`src/design/prio_irq_pkg.sv`:
```
/*
 * constants for the eight-line priority interrupt block: line count,
 * bus bit positions, control codes, vector layout and timing.
 * assumes nothing of its surroundings beyond a single synchronous clock.
 */
package prio_irq_pkg;
   localparam int unsigned NUM_LINES = 8;
   localparam int unsigned BUS_WIDTH = 16;
   localparam int unsigned LINE_NUM_WIDTH = 3;
   // control function field sits in bus bits 6..8
   localparam int unsigned CTRL_LSB = 6;
   localparam int unsigned CTRL_WIDTH = 3;
   // bus bit that marks an "all modules" control variant
   localparam int unsigned ALL_MODULES_BIT = 8;
   localparam logic [2:0] CTRL_CLEAR = 3'h1;
   localparam logic [2:0] CTRL_ENABLE = 3'h2;
   localparam logic [2:0] CTRL_CLEAR_ENABLE = 3'h3;
   localparam logic [2:0] CTRL_DISABLE = 3'h4;
   localparam logic [2:0] CTRL_CLEAR_DISABLE = 3'h5;
   // vector: line number sits in address bits 1..3, bit 0 always low
   localparam int unsigned VECTOR_WIDTH = 7;
   localparam logic [6:0] VECTOR_BASE_DEFAULT = 7'h40; // octal 0100
   localparam logic [6:0] VECTOR_FORBID_LO = 7'h20;    // octal 040
   localparam logic [6:0] VECTOR_FORBID_HI = 7'h27;    // octal 047
   localparam int unsigned VECTOR_LINE_LSB = 1;
   // interrupt clock period
   localparam int unsigned CLK_MHZ = 125;
   localparam int unsigned INT_CLK_PERIOD_NS = 1000;
   localparam int unsigned INT_CLK_CYCLES = INT_CLK_PERIOD_NS * CLK_MHZ / 1000;
endpackage

```
`src/design/line_edge_capture.sv`:
```
/*
 * one request line: two-stage synchroniser and falling-edge detector.
 * assumes the line is an asynchronous active-low pin.
 */
`timescale 1ns/1ps
`default_nettype none
module line_edge_capture (
   input wire logic clk,
   input wire logic rstn,
   input wire logic line_n,
   output logic fall_pulse
);
   logic meta_q;
   logic sync_q;
   logic last_q;

   // meta_q is read only by sync_q; reset high so idle lines give no edge
   always_ff @(posedge clk or negedge rstn) begin
      if (!rstn) begin
         meta_q <= 1'b1;
         sync_q <= 1'b1;
         last_q <= 1'b1;
      end else begin
         meta_q <= line_n;
         sync_q <= meta_q;
         last_q <= sync_q;
      end
   end

   // one pulse per falling edge; a held-low line gives nothing more
   assign fall_pulse = last_q & ~sync_q;
endmodule // line_edge_capture
`default_nettype wire

```
`src/design/priority_interrupt_module.sv`:
```
/*
 * eight-line priority interrupt controller on a minicomputer i/o bus.
 * assumes bus strobes are one-cycle pulses in clk, requests are async pins.
 */
// What this block does
// - examine all lines every interrupt clock
// - line 0 highest, line 7 lowest
// - unselected requests stay captured until served
// - set mask bit blocks its line
// - reset leaves mask unchanged
// - transfer flag plus data-ready loads mask
// - decode controls from bus bits 6-8
// - master enable gates request, capture continues
// - pending flag set two periods after sampling
// - request out needs pending, enable, priority-in low
// - acknowledge low freezes interrupt clock
// - pending clears when all requests acknowledged
// - request holds until served or priority lost
// - vector line number in bits 1-3
// - vector base default 0100, never 040-047; VECTOR_BASE is not checked against this range
// - vector drive needs all four conditions
// - capture on falling edge, once only
// - completion clears served line; clear empties all
// - capture copied to sync register each period
// - line requests if unmasked, none higher
// - pass priority downstream after own service
// - control codes 1 to 5, all-module variants
// - reset clears flags, capture and sync
// - mask bit 0 is highest priority line
`timescale 1ns/1ps
`default_nettype none
module priority_interrupt_module
   import prio_irq_pkg::*;
#(
   parameter int unsigned LINES = NUM_LINES,
   parameter logic [6:0] VECTOR_BASE = VECTOR_BASE_DEFAULT
) (
   input wire logic clk,
   input wire logic rstn,
   input wire logic system_reset_signal,
   input wire logic [LINES-1:0] peripheral_request_line_n,
   input wire logic [BUS_WIDTH-1:0] bus_data_in,
   input wire logic device_address_match,
   input wire logic function_ready_pulse,
   input wire logic data_ready_pulse,
   input wire logic external_control_strobe_n,
   input wire logic daisy_priority_in_n,
   input wire logic irq_acknowledge_n,
   input wire logic service_complete_pulse,
   output logic irq_to_processor_n,
   output logic daisy_priority_out_n,
   output logic [VECTOR_WIDTH-1:0] vector_out,
   output logic vector_drive_enable,
   output logic [LINES-1:0] line_inhibit_mask_out,
   output logic master_enable_out
);
   /*********************************************************************
    * signals
    *********************************************************************/
   logic [LINES-1:0] fall;
   logic [LINES-1:0] line_capture_q;
   logic [LINES-1:0] sync_sample_q;
   logic [LINES-1:0] line_inhibit_mask_q;
   logic [LINES-1:0] line_select;
   logic [LINES-1:0] unmasked;
   logic [LINE_NUM_WIDTH-1:0] line_num;
   logic master_enable_flag_q;
   logic output_transfer_flag_q;
   logic pending_request_flag_q;
   logic request_seen_q;
   logic sys_meta_q;
   logic sys_sync_q;
   logic ack_meta_q;
   logic ack_sync_q;
   logic prio_meta_q;
   logic prio_sync_q;
   logic [15:0] tick_cnt_q;
   logic int_tick;
   logic priority_request_any;
   logic mask_load_strobe;
   logic ctrl_valid;
   logic [CTRL_WIDTH-1:0] ctrl_code;
   logic clear_line_regs;
   logic do_enable;
   logic do_disable;
   logic acked;
   logic sys_rst;

   /*********************************************************************
    * input synchronisers and line edge capture
    *********************************************************************/
   // acknowledge, priority and reset come from other logic off-domain
   always_ff @(posedge clk or negedge rstn) begin
      if (!rstn) begin
         ack_meta_q <= 1'b1;
         ack_sync_q <= 1'b1;
         prio_meta_q <= 1'b1;
         prio_sync_q <= 1'b1;
         sys_meta_q <= 1'b0;
         sys_sync_q <= 1'b0;
      end else begin
         ack_meta_q <= irq_acknowledge_n;
         ack_sync_q <= ack_meta_q;
         prio_meta_q <= daisy_priority_in_n;
         prio_sync_q <= prio_meta_q;
         sys_meta_q <= system_reset_signal;
         sys_sync_q <= sys_meta_q;
      end
   end
   assign sys_rst = sys_sync_q;

   genvar gi;
   generate
      for (gi = 0; gi < LINES; gi++) begin : g_line
         line_edge_capture u_cap (
            .clk(clk),
            .rstn(rstn),
            .line_n(peripheral_request_line_n[gi]),
            .fall_pulse(fall[gi])
         );
      end
   endgenerate

   /*********************************************************************
    * interrupt clock
    *********************************************************************/
   // divided tick stands in for the interrupt clock; frozen while acked
   always_ff @(posedge clk or negedge rstn) begin
      if (!rstn) begin
         tick_cnt_q <= '0;
      end else if (!ack_sync_q) begin
         tick_cnt_q <= tick_cnt_q;
      end else if (tick_cnt_q == 16'(INT_CLK_CYCLES - 1)) begin
         tick_cnt_q <= '0;
      end else begin
         tick_cnt_q <= tick_cnt_q + 16'h0001;
      end
   end
   assign int_tick = ack_sync_q && (tick_cnt_q == 16'(INT_CLK_CYCLES - 1));

   /*********************************************************************
    * bus commands
    *********************************************************************/
   // control code lives in bus bits 6..8; bit 8 also flags all-module form
   assign ctrl_valid = !external_control_strobe_n && device_address_match;
   assign ctrl_code = bus_data_in[CTRL_LSB +: CTRL_WIDTH];
   // the all-module variants arrive without address match
   always_comb begin
      do_enable = 1'b0;
      do_disable = 1'b0;
      clear_line_regs = 1'b0;
      if (ctrl_valid) begin
         unique case (ctrl_code)
            CTRL_CLEAR: clear_line_regs = 1'b1;
            CTRL_ENABLE: do_enable = 1'b1;
            CTRL_CLEAR_ENABLE: begin
               clear_line_regs = 1'b1;
               do_enable = 1'b1;
            end
            CTRL_DISABLE: do_disable = 1'b1;
            CTRL_CLEAR_DISABLE: begin
               clear_line_regs = 1'b1;
               do_disable = 1'b1;
            end
            default: ;
         endcase
      end else if (!external_control_strobe_n && bus_data_in[ALL_MODULES_BIT]) begin
         // broadcast enable or disable reaches every module
         do_enable = (ctrl_code[1:0] == CTRL_ENABLE[1:0]);
         do_disable = (ctrl_code[1:0] == 2'h0);
      end
      if (sys_rst) begin
         clear_line_regs = 1'b1;
      end
   end

   /*********************************************************************
    * control flags
    *********************************************************************/
   // transfer flag: set by function-ready with address, dropped by data-ready
   always_ff @(posedge clk or negedge rstn) begin
      if (!rstn) begin
         output_transfer_flag_q <= 1'b0;
      end else if (sys_rst || data_ready_pulse) begin
         output_transfer_flag_q <= 1'b0;
      end else if (function_ready_pulse && device_address_match) begin
         output_transfer_flag_q <= 1'b1;
      end
   end
   assign mask_load_strobe = output_transfer_flag_q && data_ready_pulse;

   // master enable
   always_ff @(posedge clk or negedge rstn) begin
      if (!rstn) begin
         master_enable_flag_q <= 1'b0;
      end else if (sys_rst || do_disable) begin
         master_enable_flag_q <= 1'b0;
      end else if (do_enable) begin
         master_enable_flag_q <= 1'b1;
      end
   end

   // mask: untouched by system reset, only loaded from the bus
   always_ff @(posedge clk or negedge rstn) begin
      if (!rstn) begin
         line_inhibit_mask_q <= '0;
      end else if (mask_load_strobe) begin
         line_inhibit_mask_q <= bus_data_in[LINES-1:0];
      end
   end

   /*********************************************************************
    * line capture and sync registers
    *********************************************************************/
   assign acked = service_complete_pulse;
   // new edges win over a completion clear on the same line
   always_ff @(posedge clk or negedge rstn) begin
      if (!rstn) begin
         line_capture_q <= '0;
      end else if (clear_line_regs) begin
         line_capture_q <= '0;
      end else begin
         line_capture_q <= (line_capture_q & ~(acked ? line_select : '0)) | fall;
      end
   end

   // sync register samples capture each interrupt clock; acked drops only the served line
   always_ff @(posedge clk or negedge rstn) begin
      if (!rstn) begin
         sync_sample_q <= '0;
      end else if (clear_line_regs) begin
         sync_sample_q <= '0;
      end else if (acked) begin
         sync_sample_q <= sync_sample_q & ~line_select;
      end else if (int_tick) begin
         sync_sample_q <= line_capture_q;
      end
   end

   /*********************************************************************
    * priority logic
    *********************************************************************/
   assign unmasked = sync_sample_q & ~line_inhibit_mask_q;
   // lowest index wins; others wait in the capture register
   always_comb begin
      line_select = '0;
      line_num = '0;
      for (int i = LINES - 1; i >= 0; i--) begin
         if (unmasked[i]) begin
            line_select = '0;
            line_select[i] = 1'b1;
            line_num = LINE_NUM_WIDTH'(i);
         end
      end
   end
   assign priority_request_any = |unmasked;

   /*********************************************************************
    * pending request and outputs
    *********************************************************************/
   // set two interrupt periods after sampling; cleared when nothing remains
   always_ff @(posedge clk or negedge rstn) begin
      if (!rstn) begin
         request_seen_q <= 1'b0;
         pending_request_flag_q <= 1'b0;
      end else if (clear_line_regs) begin
         request_seen_q <= 1'b0;
         pending_request_flag_q <= 1'b0;
      end else if (int_tick) begin
         request_seen_q <= priority_request_any;
         if (master_enable_flag_q && request_seen_q && priority_request_any) begin
            pending_request_flag_q <= 1'b1;
         end else if (!priority_request_any) begin
            pending_request_flag_q <= 1'b0;
         end
      end else if (!priority_request_any && ack_sync_q) begin
         pending_request_flag_q <= 1'b0;
      end
   end

   always_comb begin
      irq_to_processor_n = !(pending_request_flag_q && master_enable_flag_q
                             && !prio_sync_q);
      vector_drive_enable = !prio_sync_q && !ack_sync_q && master_enable_flag_q
                            && pending_request_flag_q;
      // pass priority on only when no request of ours is pending
      daisy_priority_out_n = prio_sync_q || pending_request_flag_q;
   end

   // vector register: base with line number in bits 1..3, bit 0 low
   always_ff @(posedge clk or negedge rstn) begin
      if (!rstn) begin
         vector_out <= '0;
      end else begin
         vector_out <= VECTOR_BASE;
         vector_out[VECTOR_LINE_LSB +: LINE_NUM_WIDTH] <= line_num;
         vector_out[0] <= 1'b0;
      end
   end

   assign line_inhibit_mask_out = line_inhibit_mask_q;
   assign master_enable_out = master_enable_flag_q;
endmodule // priority_interrupt_module
`default_nettype wire

```
`config.mk`:
```
export PLATFORM = sky130hd
export DESIGN_NAME = priority_interrupt_module
export DESIGN_NICKNAME = d
export VERILOG_FILES = /design/src/design/prio_irq_pkg.sv /design/src/design/line_edge_capture.sv /design/src/design/priority_interrupt_module.sv
export SDC_FILE = /design/constraint.sdc
export NUM_CORES = 1
export LEC_CHECK = 0
export BUFFER_PORTS_ARGS = -buffer_cell sky130_fd_sc_hd__buf_2
export CAP_MARGIN = 20
export CORE_ASPECT_RATIO = 2
export CORE_MARGIN = 3
export CORE_UTILIZATION = 50
export CTS_CLUSTER_SIZE = 30
export DETAILED_ROUTE_END_ITERATION = 12
export GPL_ROUTABILITY_DRIVEN = 0
export PLACE_DENSITY = 0.77
export SYNTH_ARGS = -nofsm -noshare
export SYNTH_HDL_FRONTEND = slang
export SYNTH_SLANG_ARGS = --single-unit
```
`constraint.sdc`:
```
create_clock -name clk -period 1.5 [get_ports clk]
set_input_delay 0.075 -clock clk [delete_from_list [all_inputs] [get_ports clk]]
set_output_delay 0.075 -clock clk [all_outputs]
set_load 0.02 [all_outputs]
```
==> results, run 1 <==
- The most used flip-flop cell after synthesis is dfrtp_1.
- After synthesis the cells add up to approximately 0.0033 mm².
- In this run the worst hold path is classified as input pin to register.
- Tracing the worst setup path back leads to its startpoint at tick_cnt_q[8].
- The worst hold path begins at bus_data_in[7].
- The chip height is 120 µm.
- The worst path arrival time is 1.93 ns.
- The signal on the critical path passes through nor4b_4, nand4_4, or3b_1, a31oi_1.
- The number of flops mapped to enable cells by yosys is 0.
- The worst-case hold path end point is line_inhibit_mask_out[7].
- Measured along the x axis, the die boundary spans 63.2 µm.
- The cell type of the slowest stage on the worst timing path is dfrtp_1.
- Setup slack on the worst reg-to-reg path comes out at -0.18 ns.
- The later-pin clock latency in the skew report is 0.33 ns.
- The tool flagged a number of max-cap violations equal to 0.
- The post-layout net count is 414.
- Setup repair after global routing could not meet its margin everywhere.
- For the final database, setup skew stands at 0.00670 ns.
- The final reports fail on negative setup slack.
- The clock net in this run drives a total of 78 sinks.
- The category of the worst setup path capture point is a register.
- The number of endpoints with negative hold slack in the final report was 0.
- The share of post-route cells with drive strength above 1 is between 40% and 50%.
- The setup TNS is -1.68 ns.
- Of all nets on the critical path, the largest fanout is 7.
- The flow ran to the end, but the final reports show violations.
- The area of the core region is 0.00631 mm².
- Clock tree synthesis selected as its root buffer the cell clkbuf_16.
- The number of standard cells after synthesis is ~280.
- The TritonCTS clock tree is built.
- The sequential area share after synthesis is 60.8%.
- The initial core utilization is 51.8%.
- The commonest non-fill, non-tap cell in the layout is dfrtp_1.
- The clock-pin transition on the worst setup and hold timing paths is 0.06 ns.
- Clock tree synthesis inserted a total of 9 buffers.
- The H-tree generated during clock tree synthesis spans 3 levels.
- The half-perimeter wire length after detailed placement is slightly below 5000 µm.
- The first detailed-routing pass took 4 iterations.
- Detailed routing inserted a total of 2,448 vias.
- The worst register-to-register path ends at sync_sample_q[4].
- The post-synthesis register bit count is 78.
- Input and output buffers added on the ports amount to 42.
- The largest stage delay on the critical path is 0.41 ns.
- The minimum setup slack in the final design is -0.181 ns.
- For this block, the routed nets add up to 7340 µm of wire.
- The number of global-route vias before repair is 2,550.
- The number of cells on the worst hold path is 2.
- In the layout the commonest cells are dfrtp_1, buf_2, buf_4.
- The detail route stage leaves a number of antenna-violating nets equal to 0.
- The number of antenna violations at the first check in global routing was 0.
- For this design the static power due to leakage is 2.02 nW.
- For this run the aggregate overflow at the end of global routing stands at 0.
- The startpoint identified for the worst register-to-register timing path is tick_cnt_q[8].
- After layout, the worst path uses 112% of the clock period.
- The first global-routing pass estimated between 10,000 and 15,000 µm of wire.
- The count of final max-slew check failures was 0.
- The largest net degree at the start of global routing is 36.
- The cell type with the largest total area after synthesis is dfrtp_1.
- The overall die area is between 0.007 and 0.008 mm².
- Setup violations remaining at the end of the flow were counted as 17.
- The initialized floorplan defines just over 40 standard-cell rows.
- The violation count after the first detailed-route iteration is 136.
- For the finished layout, the period the worst path requires is 1.68 ns.
- The number of vias per cell is 5.22.
- In the global route stage, overall resource usage came out at between 20% and 30%.
- The length in cells of the worst reg-to-reg path is 4.
- After synthesis, the cell types taking the most area are dfrtp_1, dfstp_2, mux2_2.
- The average wire per standard cell is 15.6 µm.
- Derived from the worst setup path, the maximum achievable clock frequency is slightly below 0.6 GHz.
- The kind of launch point of the worst setup path is a register.
- IR analysis of the VDD net gives a maximum drop of about 1100 µV.
- The clock passes through at most 2 buffers.
- The mean instance size in the synthesized netlist is 11.8 µm².
- The DRC violations left is 0.
- The area growth from synthesis to layout is 39.5%.
- The ratio of total power to cell area is about 1200 mW/mm².
- 53 I/O pins were placed.
- The number of antenna diodes is 0.
- The area fraction of the dominant cell type after synthesis is 38.3%.
- For this run, the number of Yosys warnings is 0.
- The critical path class is register to register.
- The endpoint required time on the critical path is 1.75 ns.
- For this run, asynchronously set or reset flops after synthesis account for 100%.
- Counting distinct cell types in the post-synthesis netlist gives 47.
- The final worst hold slack is ~0.032 ns.
## where the power goes
part | leakage (nW) | internal (mW) | switching (mW)
Sequential | 0.955 | 2.31 | 0.163
Combinational | 0.907 | 0.371 | 0.396
Clock | 0.152 | 1.45 | 0.825
## cell usage after synthesis (all sizes together) (9+ instances only)
cell type,instances
nand2b,10
nand2,21
nand3,14
dfrtp,50
nor2,15
nor2b,13
mux2,9
a21oi,10
and3,9
dfstp,28
o21ai,12
## metrics by stage
stage	setup WS [ns]	cells	area [µm²]	total power, mW	utilization (%)
floorplan	-0.110	278	3280	2.78	-
global route	-0.233	469	4560	5.74	72.3
finish	-0.181	469	4560	5.52	72.3
CTS	-0.145	467	4390	5.46	69.6
detailed placement	-0.184	427	3790	3.11	60.1
global placement	-0.128	427	3790	3.07	60.1
## cells by family (layout without fill, tap and decap cells)
family,after synthesis,after routing,synth area share [%]
simple gates,110,110,20.2
other cells,2,4,0.230
mux,11,11,3.71
flops,78,78,60.8
fa+ha+maj,2,2,0.766
xor+xnor,9,9,2.41
buf+inv,19,124,3.02
compound gates,45,45,8.88
## critical path, delay by kind of cell, from the launching register on
kind	cells	cell delay [ns]
simple gates	3	1.01
flops	1	0.41
compound gates	1	0.17
## worst max path at each step
stage	to	slack (ns)	cells past startpoint
after floorplan	sync_sample_q[6]	-0.11	7
after global placement	pending_request_flag_q	-0.13	7
after detailed placement	pending_request_flag_q	-0.18	7
after CTS	sync_sample_q[6]	-0.15	4
after global routing	sync_sample_q[6]	-0.23	6
final	sync_sample_q[4]	-0.18	4
## area by class of cell
| type | count | area [µm²] |
|---|---|---|
| multi-input combinational | 181 | 1380 |
| clock buffer | 10 | 229 |
| clock inverter | 6 | 86.3 |
| tap | 86 | 108 |
| timing repair buffer | 102 | 748 |
| sequential | 78 | 1990 |
| inverter | 6 | 22.5 |
| fill | 413 | 1750 |
## flip-flops by register name, summed over array words and instances (netlist names)
name	cells
ack_meta_q	1
ack_sync_q	1
g_line.u_cap.last_q	8
g_line.u_cap.meta_q	8
g_line.u_cap.sync_q	8
line_capture_q	8
line_inhibit_mask_out	8
master_enable_out	1
output_transfer_flag_q	1
pending_request_flag_q	1
prio_meta_q	1
prio_sync_q	1
request_seen_q	1
sync_sample_q	8
sys_meta_q	1
sys_rst	1
tick_cnt_q	16
vector_out	4
## per-layer routing
layer  global-route usage (%)  up-vias  wire, µm
met4                     13.0        0       259
met2                     36.2       60      4120
li1                         -     1172         -
met5                        0        -         0
met3                     4.74       14       220
met1                     20.6     1202      2740
## what timing repair did
| action | CTS | global route |
|---|---|---|
| hold buffers | 20 | 0 |
| pin swaps | 10 | 18 |
| buffers inserted | 4 | 3 |
| endpoints found under the hold margin | 43 | 0 |
| endpoints found under the setup margin | 19 | 26 |
| resized for setup | 16 | 40 |
Note: power is estimated with default switching activity, not from simulation.
==> inputs of run 2 (changes only) <==
Settings changed: CORE_UTILIZATION 50 to 44, PLACE_DENSITY 0.77 to 0.69.
==> run 2 against run 1 <==
Against the previous run:
- the flow still finishes with violations (negative setup slack)
- via count up 3.3%
- sequential share of layout area rose by 0.18 points
- clock power is 2% higher
- wire length decreased by 0.35%
- die area is 13% higher
- flip-flop and latch count unchanged
- non-clock buffer count up 4
- sequential power barely moved
- critical path type unchanged
==> results, run 2 (synthesis results as in run 1) <==
- The area growth from synthesis to layout is 38.9%.
- The end-of-flow core utilization was 63.9% (-8.4 points).
- The final cycle utilization of the critical path is 108% (-4.4 points).
- In this run the clock root is driven by a clkbuf_16.
- The commonest non-fill, non-tap cell in the layout is dfrtp_1.
- The violation count after the first detailed-route iteration is 140 (+2.9%).
- The number of cells on the worst hold path is 2 (unchanged).
- The static leakage power is 2.03 nW (+0.51%).
- The maximum vdd drop is 753 µV (-30%).
- The width of the chip was 66.9 µm (+6.0%).
- The flip-flop count of the largest register, all copies and words added is 16 (unchanged).
- The total via count after detailed routing is 2,529 (+3.3%).
- The number of I/O pins was 53 (unchanged).
- The clock-pin transition on the worst setup and hold timing paths is 0.06 ns (about the same).
- The chip height is 128 µm (+6.3%).
- The post-layout minimum cycle time was 1.62 ns (-0.0659 ns).
- The layer flagged by global routing as most heavily used is met2.
- The maximum clock insertion buffer count is 2 (unchanged).
- The number of setup violations in the final report came to 16 (-1).
- The top register by number of flip-flops is tick_cnt_q.
- The setup slack at placement is -0.211 ns (-0.0269 ns).
- In this run the most critical hold path is launched from bus_data_in[6].
- The clock sink count was 78 (unchanged).
- The overall die area is 0.00856 mm² (+13%).
- The checks that failed: negative setup slack.
- The post-layout net count came to 418 (+0.97%).
- The number of antenna diodes came to 0 (unchanged).
- The largest net degree at the start of global routing is 42 (+17%).
- The number of cell rows is 43 (+4.9%).
- The met2 layer usage reported by global route is 32.2% (-4.0 points).
- The TritonCTS clock tree is built.
- The run finished, with violations left.
- The half-perimeter wire length after detailed placement is 5250 µm (+6.4%).
- The post-layout total power came to 5.54 mW (+0.31%).
- The number of vias per cell is 5.30 (+1.6%).
- The endpoint required time on the critical path came to 1.75 ns (about the same).
- The post-route clock skew is 0.00448 ns (-0.00222 ns).
- The number of endpoints with negative hold slack in the final report is 0 (unchanged).
- The number of buffers created by CTS is 9 (unchanged).
- The class of the tightest hold or removal check is input pin to register.
- The count of final max-slew check failures came to 0 (unchanged).
- The reg-to-reg startpoint is tick_cnt_q[0].
- The global routing met1 resource utilization was 20.1% (-0.52 points).
- The minimum setup slack in the final design was -0.115 ns (+0.0659 ns).
- The overall track demand over capacity in global routing is 18.8% (-1.5 points).
- The number of port buffers is 42 (unchanged).
- The slowest stage of the critical path belongs to the cell dfrtp_1.
- The area of the core region was 0.00710 mm² (+13%).
- The worst setup path is captured at a register.
- Setup repair after global routing could not meet its margin everywhere.
- The DRC violations left is 0 (unchanged).
- The number of antenna violations at the first check in global routing was 0 (unchanged).
- The number of detailed-route iterations in the first pass is 4 (unchanged).
- The critical path class is register to register.
- Walking the worst path, the cells encountered are inv_2, ha_1, and4bb_2, and4_4, and2_4, a31oi_1, a211oi_2.
- The setup TNS came to -1.06 ns (+0.623 ns).
- The number of global-route vias before repair was 2,578 (+1.1%).
- The worst setup path is launched from a register.
- The initial core utilization is 46.0% (-5.8 points).
- The number of levels in the clock H-tree is 3 (unchanged).
- The top fanout value on the critical path is 6 (-1).
- The worst path arrival time came to 1.87 ns (-0.06 ns).
- The largest stage delay on the critical path is 0.39 ns (-0.02 ns).
- The met3 track utilization from global routing is 4.65% (-0.091 points).
- For hold timing, the worst endpoint is line_inhibit_mask_out[6].
- The number of max-cap violations is 0 (unchanged).
- The length in cells of the worst reg-to-reg path is 7 (+3).
- The share of post-route cells with drive strength above 1 is 44.4% (-2.0 points).
- The final worst hold slack is 0.0339 ns (+0.00234 ns).
- The remaining global-route overflow is 0 (unchanged).
- The maximum frequency from static timing analysis was 0.619 GHz (+4.1%).
- The later-pin clock latency in the skew report is 0.33 ns (about the same).
- The wire length after detailed routing was 7310 µm (-0.35%).
- The number of nets still failing antenna checks after routing is 0 (unchanged).
- The ratio of total power to cell area is 1220 mW/mm² (+0.78%).
- The global-route wire length before repair was 11,900 µm (+1.7%).
- In the layout the commonest cells are dfrtp_1, buf_2, buf_4.
- The average wire per standard cell was 15.3 µm (-2.0%).
- The minimum setup slack among reg-to-reg paths is -0.12 ns (+0.07 ns).
- The reg-to-reg endpoint is pending_request_flag_q.
## run 2: cell count changes in the layout (fill, tap and decap cells not counted), sizes merged
cell      before  now
clkbuf        10    9
clkinvlp       1    4
buf           82   86
clkinv         3    1
## run 2: power breakdown
part / internal (mW) / total (mW) / switching [mW]
logic: 0.370 / 0.767 / 0.397
clock network: 1.46 / 2.32 / 0.861
registers: 2.31 / 2.45 / 0.142
total: 4.14 / 5.54 / 1.40
## run 2: per-layer routing
layer	up-vias	wire length, µm
met3	19	258
met2	64	4130
li1	1181	-
met1	1265	2640
met5	-	0
met4	0	282
## run 2: worst max path at each step
stage | from | end | cells after the start
final | tick_cnt_q[0] | pending_request_flag_q | 7
after global routing | tick_cnt_q[0] | sync_sample_q[4] | 6
after CTS | tick_cnt_q[0] | sync_sample_q[4] | 6
after detailed placement | tick_cnt_q[1] | pending_request_flag_q | 7
after global placement | tick_cnt_q[1] | request_seen_q | 7
after floorplan | tick_cnt_q[0] | sync_sample_q[6] | 7
## run 2: layout make-up
| class | instances | area (µm²) |
|---|---|---|
| Clock buffer | 9 | 225 |
| Clock inverter | 7 | 98.8 |
| Tap cell | 90 | 113 |
| Inverter | 6 | 22.5 |
| Multi-Input combinational cell | 181 | 1320 |
| Sequential cell | 78 | 1990 |
| Fill cell | 584 | 2560 |
| Timing Repair Buffer | 106 | 774 |
## run 2: through the flow
stage               cells  area, µm²
floorplan             278       3280
global placement      434       3820
detailed placement    434       3820
CTS                   473       4400
global route          477       4540
finish                477       4540
## run 2: critical path: cells and delay by family (launching register included)
kind,cells,cell delay (ns)
AOI/OAI and AO/OA,2,0.22
buffers and inverters,1,0.06
adders and majority gates,1,0.13
and+or+nand+nor,3,0.73
DFF,1,0.39
## run 2: what timing repair did
item	in CTS	in global routing
gates resized for setup	17	25
endpoints found under the hold margin	73	0
setup endpoints to repair	20	25
setup buffers	3	4
hold buffers	20	0
pin swaps	14	15
